## config.mk

```make
export PLATFORM = sky130hd
export DESIGN_NAME = ctp_port
export DESIGN_NICKNAME = d
export VERILOG_FILES = /design/src/hw/ctp_port.v /design/src/hw/ctp_sync.v
export VERILOG_INCLUDE_DIRS = /design/src /design/src/hw
export SDC_FILE = /design/constraint.sdc
export NUM_CORES = 1
export LEC_CHECK = 0
export ABC_AREA = 1
export BUFFER_PORTS_ARGS = -buffer_cell sky130_fd_sc_hd__buf_4
export CORE_AREA = 5 5 108 186
export DETAILED_ROUTE_END_ITERATION = 16
export DIE_AREA = 0 0 113 191
export GPL_TIMING_DRIVEN = 0
export PLACE_DENSITY = 0.51
export REMOVE_ABC_BUFFERS = 1
export SLEW_MARGIN = 0
export SYNTH_ARGS = -nofsm -noshare
export SYNTH_HDL_FRONTEND = slang
export SYNTH_HIERARCHICAL = 1
export SYNTH_SLANG_ARGS = --single-unit
```

## constraint.sdc

```tcl
create_clock -name clock -period 3.3 [get_ports clock]
set_clock_uncertainty 0.2 [all_clocks]
set_input_delay 0.165 -clock clock [delete_from_list [all_inputs] [get_ports clock]]
set_output_delay 0.165 -clock clock [all_outputs]
set_load 0.005 [all_outputs]
```

## src/hw/ctp_defines.vh

```
// constants for the serial configuration port of the clock synthesizer
// Behaviour
// - address is 010011 plus select pin level
// - single write: address, index, data, all acknowledged
// - single read: index write, restart, one byte
// - all bytes shifted most significant bit first
// - acknowledge is low, no acknowledge high
// - multi write: many data bytes until stop
// - multi read: master acks all but last
// - low index nibble increments after each data byte
// - upper index nibble never changes by increment
// - select low: 4Ch/4Dh, high: 4Eh/4Fh
// - upper nibble 5 resets pll, loads working copies from shadows
// - lower nibble A resets phase adjuster, loads
`ifndef CTP_DEFINES_VH
`define CTP_DEFINES_VH
// ----------------------------------------
// target address
// ----------------------------------------
`define CTP_ADDR_HI 6'h13
// ----------------------------------------
// register indices
// ----------------------------------------
`define CTP_IDX_INCTL 8'h00
`define CTP_IDX_LOOP 8'h01
`define CTP_IDX_FBD0 8'h02
`define CTP_IDX_FBD1 8'h03
`define CTP_IDX_DPAOS 8'h04
`define CTP_IDX_DPACTL 8'h05
`define CTP_IDX_OE 8'h06
`define CTP_IDX_OSC 8'h07
`define CTP_IDX_RESET 8'h08
`define CTP_IDX_VER 8'h10
`define CTP_IDX_REV 8'h11
`define CTP_IDX_STAT 8'h12
// ----------------------------------------
// reset values
// ----------------------------------------
`define CTP_RST_INCTL 8'h41
`define CTP_RST_LOOP 8'h00
`define CTP_RST_FBD0 8'hff
`define CTP_RST_FBD1 8'h0f
`define CTP_RST_DPAOS 8'h00
`define CTP_RST_DPACTL 8'h03
`define CTP_RST_OE 8'h00
`define CTP_RST_OSC 8'h80
// ----------------------------------------
// soft reset codes and identity
// ----------------------------------------
`define CTP_PLL_CODE 4'h5
`define CTP_DPA_CODE 4'ha
`define CTP_CHIP_VER 8'h5a
`define CTP_CHIP_REV 8'h01
// mask of implemented bits for writable indices 01, 03, 04 and 05
`define CTP_MASK_LOOP 8'h37
`define CTP_MASK_FBD1 8'h0f
`define CTP_MASK_DPAOS 8'hbf
`define CTP_MASK_DPACTL 8'h03
`endif

```

## src/hw/ctp_port.v

```verilog
// serial target port and register set of the clock synthesizer
`timescale 1ns/1ns
`include "ctp_defines.vh"
module ctp_port
(
	input wire clock,
	input wire rst,
	input wire scl_in,
	input wire sda_in,
	output reg sda_out_r,
	output reg sda_oe_r,
	input wire addr_select_pin,
	input wire pll_lock,
	output reg [7:0] input_ctl_r,
	output reg [7:0] loop_work_r,
	output reg [11:0] fbd_work_r,
	output reg [7:0] dpa_offset_r,
	output reg [1:0] dpa_res_work_r,
	output reg [7:0] out_en_r,
	output reg [7:0] osc_div_r,
	output reg pll_reset_r,
	output reg phase_adjuster_reset_r
);
	// ----------------------------------------
	// states
	// ----------------------------------------
	localparam ST_IDLE = 3'd0;
	localparam ST_ADDR = 3'd1;
	localparam ST_AACK = 3'd2;
	localparam ST_WBYTE = 3'd3;
	localparam ST_WACK = 3'd4;
	localparam ST_RBYTE = 3'd5;
	localparam ST_RACK = 3'd6;
	// full-width copies of header constants, so that only the implemented bits are taken
	localparam [7:0] RST_FBD1 = `CTP_RST_FBD1;
	localparam [7:0] RST_DPACTL = `CTP_RST_DPACTL;
	localparam [7:0] MASK_DPACTL = `CTP_MASK_DPACTL;

	wire scl_s; // synchronised clock line
	wire sda_s; // synchronised data line
	wire sel_s; // synchronised address select
	reg scl_d_r; // previous clock line
	reg sda_d_r; // previous data line
	reg [2:0] state_r;
	reg [2:0] bitcnt_r; // bits left minus one
	reg [7:0] shift_r; // receive/transmit shifter
	reg [7:0] index_r; // register index
	reg have_idx_r; // index byte received this write
	reg rw_r; // current direction, 1 = read
	reg [7:0] loop_sh_r; // shadow loop control
	reg [7:0] fbd0_sh_r; // shadow feedback divider low
	reg [7:0] fbd1_sh_r; // shadow feedback divider high
	reg [1:0] dpa_sh_r; // shadow resolution
	reg [7:0] rdata; // read mux

	ctp_sync u_scl (.clock(clock), .rst(rst), .din(scl_in), .dout_r(scl_s));
	ctp_sync u_sda (.clock(clock), .rst(rst), .din(sda_in), .dout_r(sda_s));
	ctp_sync u_sel (.clock(clock), .rst(rst), .din(addr_select_pin), .dout_r(sel_s));

	// line events seen on the synchronised copies
	wire scl_rise = scl_s & ~scl_d_r;
	wire scl_fall = ~scl_s & scl_d_r;
	wire start_ev = scl_s & scl_d_r & sda_d_r & ~sda_s;
	wire stop_ev = scl_s & scl_d_r & ~sda_d_r & sda_s;
	// next index: upper nibble held, low nibble wraps
	wire [7:0] index_inc = {index_r[7:4], index_r[3:0] + 4'h1};

	// ----------------------------------------
	// read data selection
	// ----------------------------------------
	always @*
	begin
		rdata = 8'h00;
		if (index_r == `CTP_IDX_INCTL)
			rdata = input_ctl_r;
		else if (index_r == `CTP_IDX_LOOP)
			rdata = loop_sh_r;
		else if (index_r == `CTP_IDX_FBD0)
			rdata = fbd0_sh_r;
		else if (index_r == `CTP_IDX_FBD1)
			rdata = fbd1_sh_r;
		else if (index_r == `CTP_IDX_DPAOS)
			rdata = dpa_offset_r;
		else if (index_r == `CTP_IDX_DPACTL)
			rdata = {6'h00, dpa_sh_r};
		else if (index_r == `CTP_IDX_OE)
			rdata = out_en_r;
		else if (index_r == `CTP_IDX_OSC)
			rdata = osc_div_r;
		else if (index_r == `CTP_IDX_VER)
			rdata = `CTP_CHIP_VER; // arbitrary identity value
		else if (index_r == `CTP_IDX_REV)
			rdata = `CTP_CHIP_REV;
		else if (index_r == `CTP_IDX_STAT)
			rdata = {6'h00, pll_lock, 1'b0};
	end

	// ----------------------------------------
	// protocol engine and register writes
	// ----------------------------------------
	always @(posedge clock or posedge rst)
	begin
		if (rst)
		begin
			scl_d_r <= 1'b1;
			sda_d_r <= 1'b1;
			state_r <= ST_IDLE;
			bitcnt_r <= 3'd7;
			shift_r <= 8'h00;
			index_r <= 8'h00;
			have_idx_r <= 1'b0;
			rw_r <= 1'b0;
			sda_out_r <= 1'b1;
			sda_oe_r <= 1'b0;
			input_ctl_r <= `CTP_RST_INCTL;
			loop_sh_r <= `CTP_RST_LOOP;
			fbd0_sh_r <= `CTP_RST_FBD0;
			fbd1_sh_r <= `CTP_RST_FBD1;
			dpa_offset_r <= `CTP_RST_DPAOS;
			dpa_sh_r <= RST_DPACTL[1:0];
			out_en_r <= `CTP_RST_OE;
			osc_div_r <= `CTP_RST_OSC;
			loop_work_r <= `CTP_RST_LOOP;
			fbd_work_r <= {RST_FBD1[3:0], `CTP_RST_FBD0};
			dpa_res_work_r <= RST_DPACTL[1:0];
			pll_reset_r <= 1'b0;
			phase_adjuster_reset_r <= 1'b0;
		end
		else
		begin
			scl_d_r <= scl_s;
			sda_d_r <= sda_s;
			pll_reset_r <= 1'b0;
			phase_adjuster_reset_r <= 1'b0;
			if (start_ev)
			begin
				// start or repeated start: expect an address
				state_r <= ST_ADDR;
				bitcnt_r <= 3'd7;
				have_idx_r <= 1'b0;
				sda_oe_r <= 1'b0;
			end
			else if (stop_ev)
			begin
				state_r <= ST_IDLE;
				sda_oe_r <= 1'b0;
			end
			else
			begin
				case (state_r)
				ST_ADDR, ST_WBYTE:
				begin
					if (scl_rise)
					begin
						shift_r <= {shift_r[6:0], sda_s};
						if (bitcnt_r == 3'd0)
							state_r <= (state_r == ST_ADDR) ? ST_AACK : ST_WACK;
						else
							bitcnt_r <= bitcnt_r - 3'd1;
					end
				end
				ST_AACK:
				begin
					if (scl_fall && !sda_oe_r)
					begin
						// compare address, select bit from pin
						if (shift_r[7:1] == {`CTP_ADDR_HI, sel_s})
						begin
							rw_r <= shift_r[0];
							sda_out_r <= 1'b0;
							sda_oe_r <= 1'b1;
						end
						else
							state_r <= ST_IDLE;
					end
					else if (scl_fall)
					begin
						// acknowledge slot done
						bitcnt_r <= 3'd7;
						if (rw_r)
						begin
							state_r <= ST_RBYTE;
							shift_r <= {rdata[6:0], 1'b0};
							sda_out_r <= rdata[7];
							sda_oe_r <= ~rdata[7];
						end
						else
						begin
							state_r <= ST_WBYTE;
							sda_oe_r <= 1'b0;
						end
					end
				end
				ST_WACK:
				begin
					if (scl_fall && !sda_oe_r)
					begin
						sda_out_r <= 1'b0;
						sda_oe_r <= 1'b1;
						if (!have_idx_r)
						begin
							index_r <= shift_r; // only path to upper nibble
							have_idx_r <= 1'b1;
						end
						else
						begin
							if (index_r == `CTP_IDX_INCTL)
								input_ctl_r <= shift_r;
							else if (index_r == `CTP_IDX_LOOP)
								loop_sh_r <= shift_r & `CTP_MASK_LOOP;
							else if (index_r == `CTP_IDX_FBD0)
								fbd0_sh_r <= shift_r;
							else if (index_r == `CTP_IDX_FBD1)
								fbd1_sh_r <= shift_r & `CTP_MASK_FBD1;
							else if (index_r == `CTP_IDX_DPAOS)
								dpa_offset_r <= shift_r & `CTP_MASK_DPAOS;
							else if (index_r == `CTP_IDX_DPACTL)
								dpa_sh_r <= shift_r[1:0] & MASK_DPACTL[1:0];
							else if (index_r == `CTP_IDX_OE)
								out_en_r <= shift_r;
							else if (index_r == `CTP_IDX_OSC)
								osc_div_r <= shift_r;
							else if (index_r == `CTP_IDX_RESET)
							begin
								if (shift_r[7:4] == `CTP_PLL_CODE)
								begin
									// pll reset loads working copies
									pll_reset_r <= 1'b1;
									loop_work_r <= loop_sh_r;
									fbd_work_r <= {fbd1_sh_r[3:0], fbd0_sh_r};
								end
								if (shift_r[3:0] == `CTP_DPA_CODE)
								begin
									phase_adjuster_reset_r <= 1'b1;
									dpa_res_work_r <= dpa_sh_r;
								end
							end
							index_r <= index_inc;
						end
					end
					else if (scl_fall)
					begin
						state_r <= ST_WBYTE;
						bitcnt_r <= 3'd7;
						sda_oe_r <= 1'b0;
					end
				end
				ST_RBYTE:
				begin
					if (scl_fall)
					begin
						if (bitcnt_r == 3'd0)
						begin
							// release for master acknowledge
							state_r <= ST_RACK;
							sda_oe_r <= 1'b0;
							sda_out_r <= 1'b1;
							index_r <= index_inc;
						end
						else
						begin
							bitcnt_r <= bitcnt_r - 3'd1;
							sda_out_r <= shift_r[7];
							sda_oe_r <= ~shift_r[7];
							shift_r <= {shift_r[6:0], 1'b0};
						end
					end
				end
				ST_RACK:
				begin
					if (scl_rise)
					begin
						if (sda_s)
							state_r <= ST_IDLE; // no acknowledge ends read
						else
							bitcnt_r <= 3'd7; // master wants another byte
					end
					else if (scl_fall && bitcnt_r == 3'd7)
					begin
						// next byte, index already advanced; master owns this ack, so no address compare
						state_r <= ST_RBYTE;
						shift_r <= {rdata[6:0], 1'b0};
						sda_out_r <= rdata[7];
						sda_oe_r <= ~rdata[7];
					end
				end
				default:
					state_r <= ST_IDLE;
				endcase
			end
		end
	end
endmodule // ctp_port

```

## src/hw/ctp_sync.v

```verilog
// two-flop synchroniser for one pin input
`timescale 1ns/1ns
module ctp_sync
(
	input wire clock,
	input wire rst,
	input wire din,
	output reg dout_r
);
	// first stage, read only by the second
	reg meta_r;

	// ----------------------------------------
	// two-stage sampling, idle high
	// ----------------------------------------
	always @(posedge clock or posedge rst)
	begin
		if (rst)
		begin
			meta_r <= 1'b1;
			dout_r <= 1'b1;
		end
		else
		begin
			meta_r <= din;
			dout_r <= meta_r;
		end
	end
endmodule // ctp_sync

```

==> flow_metrics.tcl <==
set metrics [dict create \
    postSynth.asyncResetShare_pct 100 \
    clk_root_buffer_cell "sky130_fd_sc_hd__clkbuf_16" \
    finalHoldViolations 0 \
    syn-cell-area_sq_um 5430 \
    path_class "reg -> reg" \
    h-tree-depth 3 \
    final_cells 975 \
    cts_num_sinks 105 \
    synth_top_area_share_pct 28.6 \
    die_w_microns 113 \
    nets 745 \
    synth_cells 672 \
    gpl.final_weighted_congestion 0.901 \
    power.internal_mw 2.56 \
    postLayoutSetupSlackWorst_ns 0.475 \
    slew_viols_final 0 \
    seqCellArea_sq_um 2680 \
    viasPerCell 4.77 \
    synth.yosys.warnings 6 \
    die-area_sq_um 21600 \
    postCtsResizedCells 0 \
    synth-seq-area-share_pct 49.4 \
    switchingPower_mw 2.17 \
    pwr-share-comb_pct 43.4 \
    drt-total-wl_mm 16.2 \
    hold_path_class "reg -> reg" \
    area_contributors_post_synth "sky130_fd_sc_hd__dfrtp_1 (29%), sky130_fd_sc_hd__dfstp_2 (21%), sky130_fd_sc_hd__nand2_1 (13%), sky130_fd_sc_hd__o21ai_0 (7.0%), sky130_fd_sc_hd__inv_1 (4.0%)" \
    static-leakage-power_nw 3.02 \
    initial_drc_count 311 \
    pwr-share-seq_pct 34.3 \
    pin_count 64 \
    n_diodes 0 \
    clockPowerShare_pct 22.2 \
    power.switching_fraction_pct 45.9 \
    largest_net_degree_at_the_start_of_global_routing 67 \
    detail_route.drc_violations 0 \
    grt_first_pass_wirelength_mm 25.6 \
    grt.overflow.total 0 \
    cap_violations 0 \
    numPortBuffers 59 \
    run_status "completed" \
    grt_pass1_vias 4570 \
    setup_repair_after_global_routing_missed_its_margin "no" \
    timing.critical_path.from_type "flip-flop" \
    floorplan.core_area_sq_um 18400 \
    cp_max_fo 21 \
    row_count 66 \
    place.detailed.instances 955 \
    top_reg_cell_synth "sky130_fd_sc_hd__dfrtp_1" \
    first_pass_iters 5 \
    route.detailed.wl_per_inst_microns 16.6 \
    clock_path_buffers 2 \
    worst-endpoint-required_ns 3.35 \
    worst_setup_path_end_kind "flip-flop" \
    slew_headroom_pct 36.7 \
    via_count 4646 \
    synth_cell_types 38 \
    worst_slew_pin_slew_ns 0.943 \
    post-cts-setup-buffer-count 0 \
    irDropWorstVdd_mv 0.257 \
    antenna_left 0 \
    post_route_cells_drive_above_1_share_pct 21.7 \
    initial_core_util_pct 29.5 \
    layout.filler_cells 1965 \
    synth_top_cells_by_count "sky130_fd_sc_hd__nand2_1 (192), sky130_fd_sc_hd__o21ai_0 (76), sky130_fd_sc_hd__dfrtp_1 (62), sky130_fd_sc_hd__inv_1 (58), sky130_fd_sc_hd__nor2_1 (57)" \
    synthMostInstantiatedCell "sky130_fd_sc_hd__nand2_1" \
    finalCoreUtilization_pct 34.8 \
    post-synth-top-area-cell "sky130_fd_sc_hd__dfrtp_1" \
    dieHeight_microns 191 \
    tritoncts "yes" \
    tritoncts.num_buffers 9 \
    initial_antenna_violation_count 0 \
    worst_setup_slack_post_dpl_ns 0.404 \
    synth_seq_cells 105 \
    clk_slew_on_worst_s_h_paths_ns 0.08 \
    grt_util_all_layers_pct 15.4 \
    syn_area_per_cell_sq_um 8.08 \
    timing.final.crit_period_ns 2.83 \
    synth-edff-count 0 \
    cp.arrival_ns 2.88 \
    clock_insertion_delay_at_the_later_pin_of_the_skew_report_ns 0.37 \
    multi_input_area_sq_um 2390 \
    setup_viol 0 \
    power_per_unit_of_standard_cell_area_nw_per_um2 737 \
    timing.final.crit_share_pct 85.6 \
    hold_slack_final_ns 0.159 \
    detailed_place_hpwl_mm 12.3 \
    max_clock_freq_ghz 0.354 \
    syn2layout_area_growth_pct 18.1 \
]
==> path summary, 6_finish.rpt <==
| check | endpoint | cells past startpoint | from | slack (ns) |
|---|---|---|---|---|
| setup / recovery | loop_work_r[5] | 10 | index_r[0] | 0.47 |
| hold / removal | u_scl/dout_r | 0 | u_scl/meta_r | 0.16 |
| setup reg to reg | loop_work_r[5] | 10 | index_r[0] | 0.47 |
| hold reg to reg | u_scl/dout_r | 0 | u_scl/meta_r | 0.16 |
| max in group asynchronous | dpa_res_work_r[0] | 4 | rst | 1.97 |
| min in group asynchronous | u_sda/meta_r | 3 | rst | 0.20 |
==> through the flow <==
stage | area (sq um) | power, mW | TNS (ns)
final | 6410 | 4.73 | 0
after global routing | 6410 | 5.08 | 0
after CTS | 6410 | 4.77 | 0
after detailed placement | 6090 | 3.70 | 0
after global placement | 6060 | 3.68 | -69.61
after floorplan | 5320 | 3.05 | 0
==> repair_timing <==
action                                 in CTS  in global routing
endpoints found under the hold margin      42                  0
hold buffers                                4                  0
setup endpoints to repair                   0                  0
==> critical path, cell delays in order, from the launching register on <==
cell and delay, ns:
sky130_fd_sc_hd__dfrtp_1 0.40, sky130_fd_sc_hd__inv_1 0.11, sky130_fd_sc_hd__ha_1 0.26, sky130_fd_sc_hd__nand2_4 0.10, sky130_fd_sc_hd__nor2_4 0.06, sky130_fd_sc_hd__inv_1 0.14
sky130_fd_sc_hd__nand2_4 0.09, sky130_fd_sc_hd__nor4_4 0.78, sky130_fd_sc_hd__nand2_4 0.33, sky130_fd_sc_hd__nand2_1 0.16, sky130_fd_sc_hd__o21ai_2 0.06
==> cell usage in the layout, fill, tap and decap left out, types with 2 or more instances in the layout <==
cell type and instances:
sky130_fd_sc_hd__a21oi_1 31, sky130_fd_sc_hd__a31oi_1 5, sky130_fd_sc_hd__buf_4 59, sky130_fd_sc_hd__clkbuf_16 9, sky130_fd_sc_hd__clkinv_2 3, sky130_fd_sc_hd__clkinv_4 2
sky130_fd_sc_hd__conb_1 4, sky130_fd_sc_hd__dfrtp_1 62, sky130_fd_sc_hd__dfstp_2 43, sky130_fd_sc_hd__dlygate4sd3_1 4, sky130_fd_sc_hd__ha_1 7, sky130_fd_sc_hd__inv_1 57
sky130_fd_sc_hd__inv_2 7, sky130_fd_sc_hd__inv_8 2, sky130_fd_sc_hd__nand2_1 192, sky130_fd_sc_hd__nand2_2 7, sky130_fd_sc_hd__nand2_4 4, sky130_fd_sc_hd__nand3_1 38
sky130_fd_sc_hd__nand3_2 3, sky130_fd_sc_hd__nand4_1 6, sky130_fd_sc_hd__nand4_2 3, sky130_fd_sc_hd__nor2_1 57, sky130_fd_sc_hd__nor2_4 7, sky130_fd_sc_hd__nor3_1 9
sky130_fd_sc_hd__nor3_2 3, sky130_fd_sc_hd__o211ai_1 7, sky130_fd_sc_hd__o21ai_0 76, sky130_fd_sc_hd__o21ai_1 11, sky130_fd_sc_hd__o21ai_2 4, sky130_fd_sc_hd__o22ai_1 3
==> cell type report <==
class / count / area share, %
timing repair buffer: 64 / 7.97
clock inverter: 7 / 0.859
clock buffer: 9 / 3.51
tap: 238 / 4.65
inverter: 66 / 3.90
sequential: 105 / 41.8
multi-input combinational: 486 / 37.3
==> power by group through the flow <==
stage	Sequential [mW]	Combinational (mW)	Clock, mW
global placement	1.64	2.04	0
global route	1.64	2.30	1.14
finish	1.62	2.05	1.05
floorplan	1.60	1.45	0
detailed placement	1.64	2.05	0
CTS	1.62	2.07	1.08
==> registers in the layout (all words and copies together) (netlist names), 7 cells and up <==
signal / flops
dpa_offset_r: 7
input_ctl_r: 8
fbd0_sh_r: 8
out_en_r: 8
osc_div_r: 8
index_r: 8
shift_r: 8
fbd_work_r: 12
==> per-layer routing <==
layer  global-route usage (%)  up-vias  share of wire, %
met5                        0        -                 0
met4                     8.05        0               4.4
met3                     2.53       39               3.7
met2                     28.8      106                54
met1                     16.4     2178                38
li1                         -     2323                 -
==> cells by family (layout without fill, tap and decap cells) <==
group | Yosys count | count (layout) | share of synthesized area [%]
buffers and inverters | 84 | 146 | 6.80
other | 1 | 4 | 0.0691
XOR/XNOR | 2 | 2 | 0.323
multiplexers | 1 | 1 | 0.184
AND/OR/NAND/NOR | 333 | 333 | 27.9
flip-flops | 105 | 105 | 49.4
adder cells (fa/ha/maj) | 7 | 7 | 1.61
AO/OA/AOI/OAI | 139 | 139 | 13.7
(Power assumes the default switching activity.)
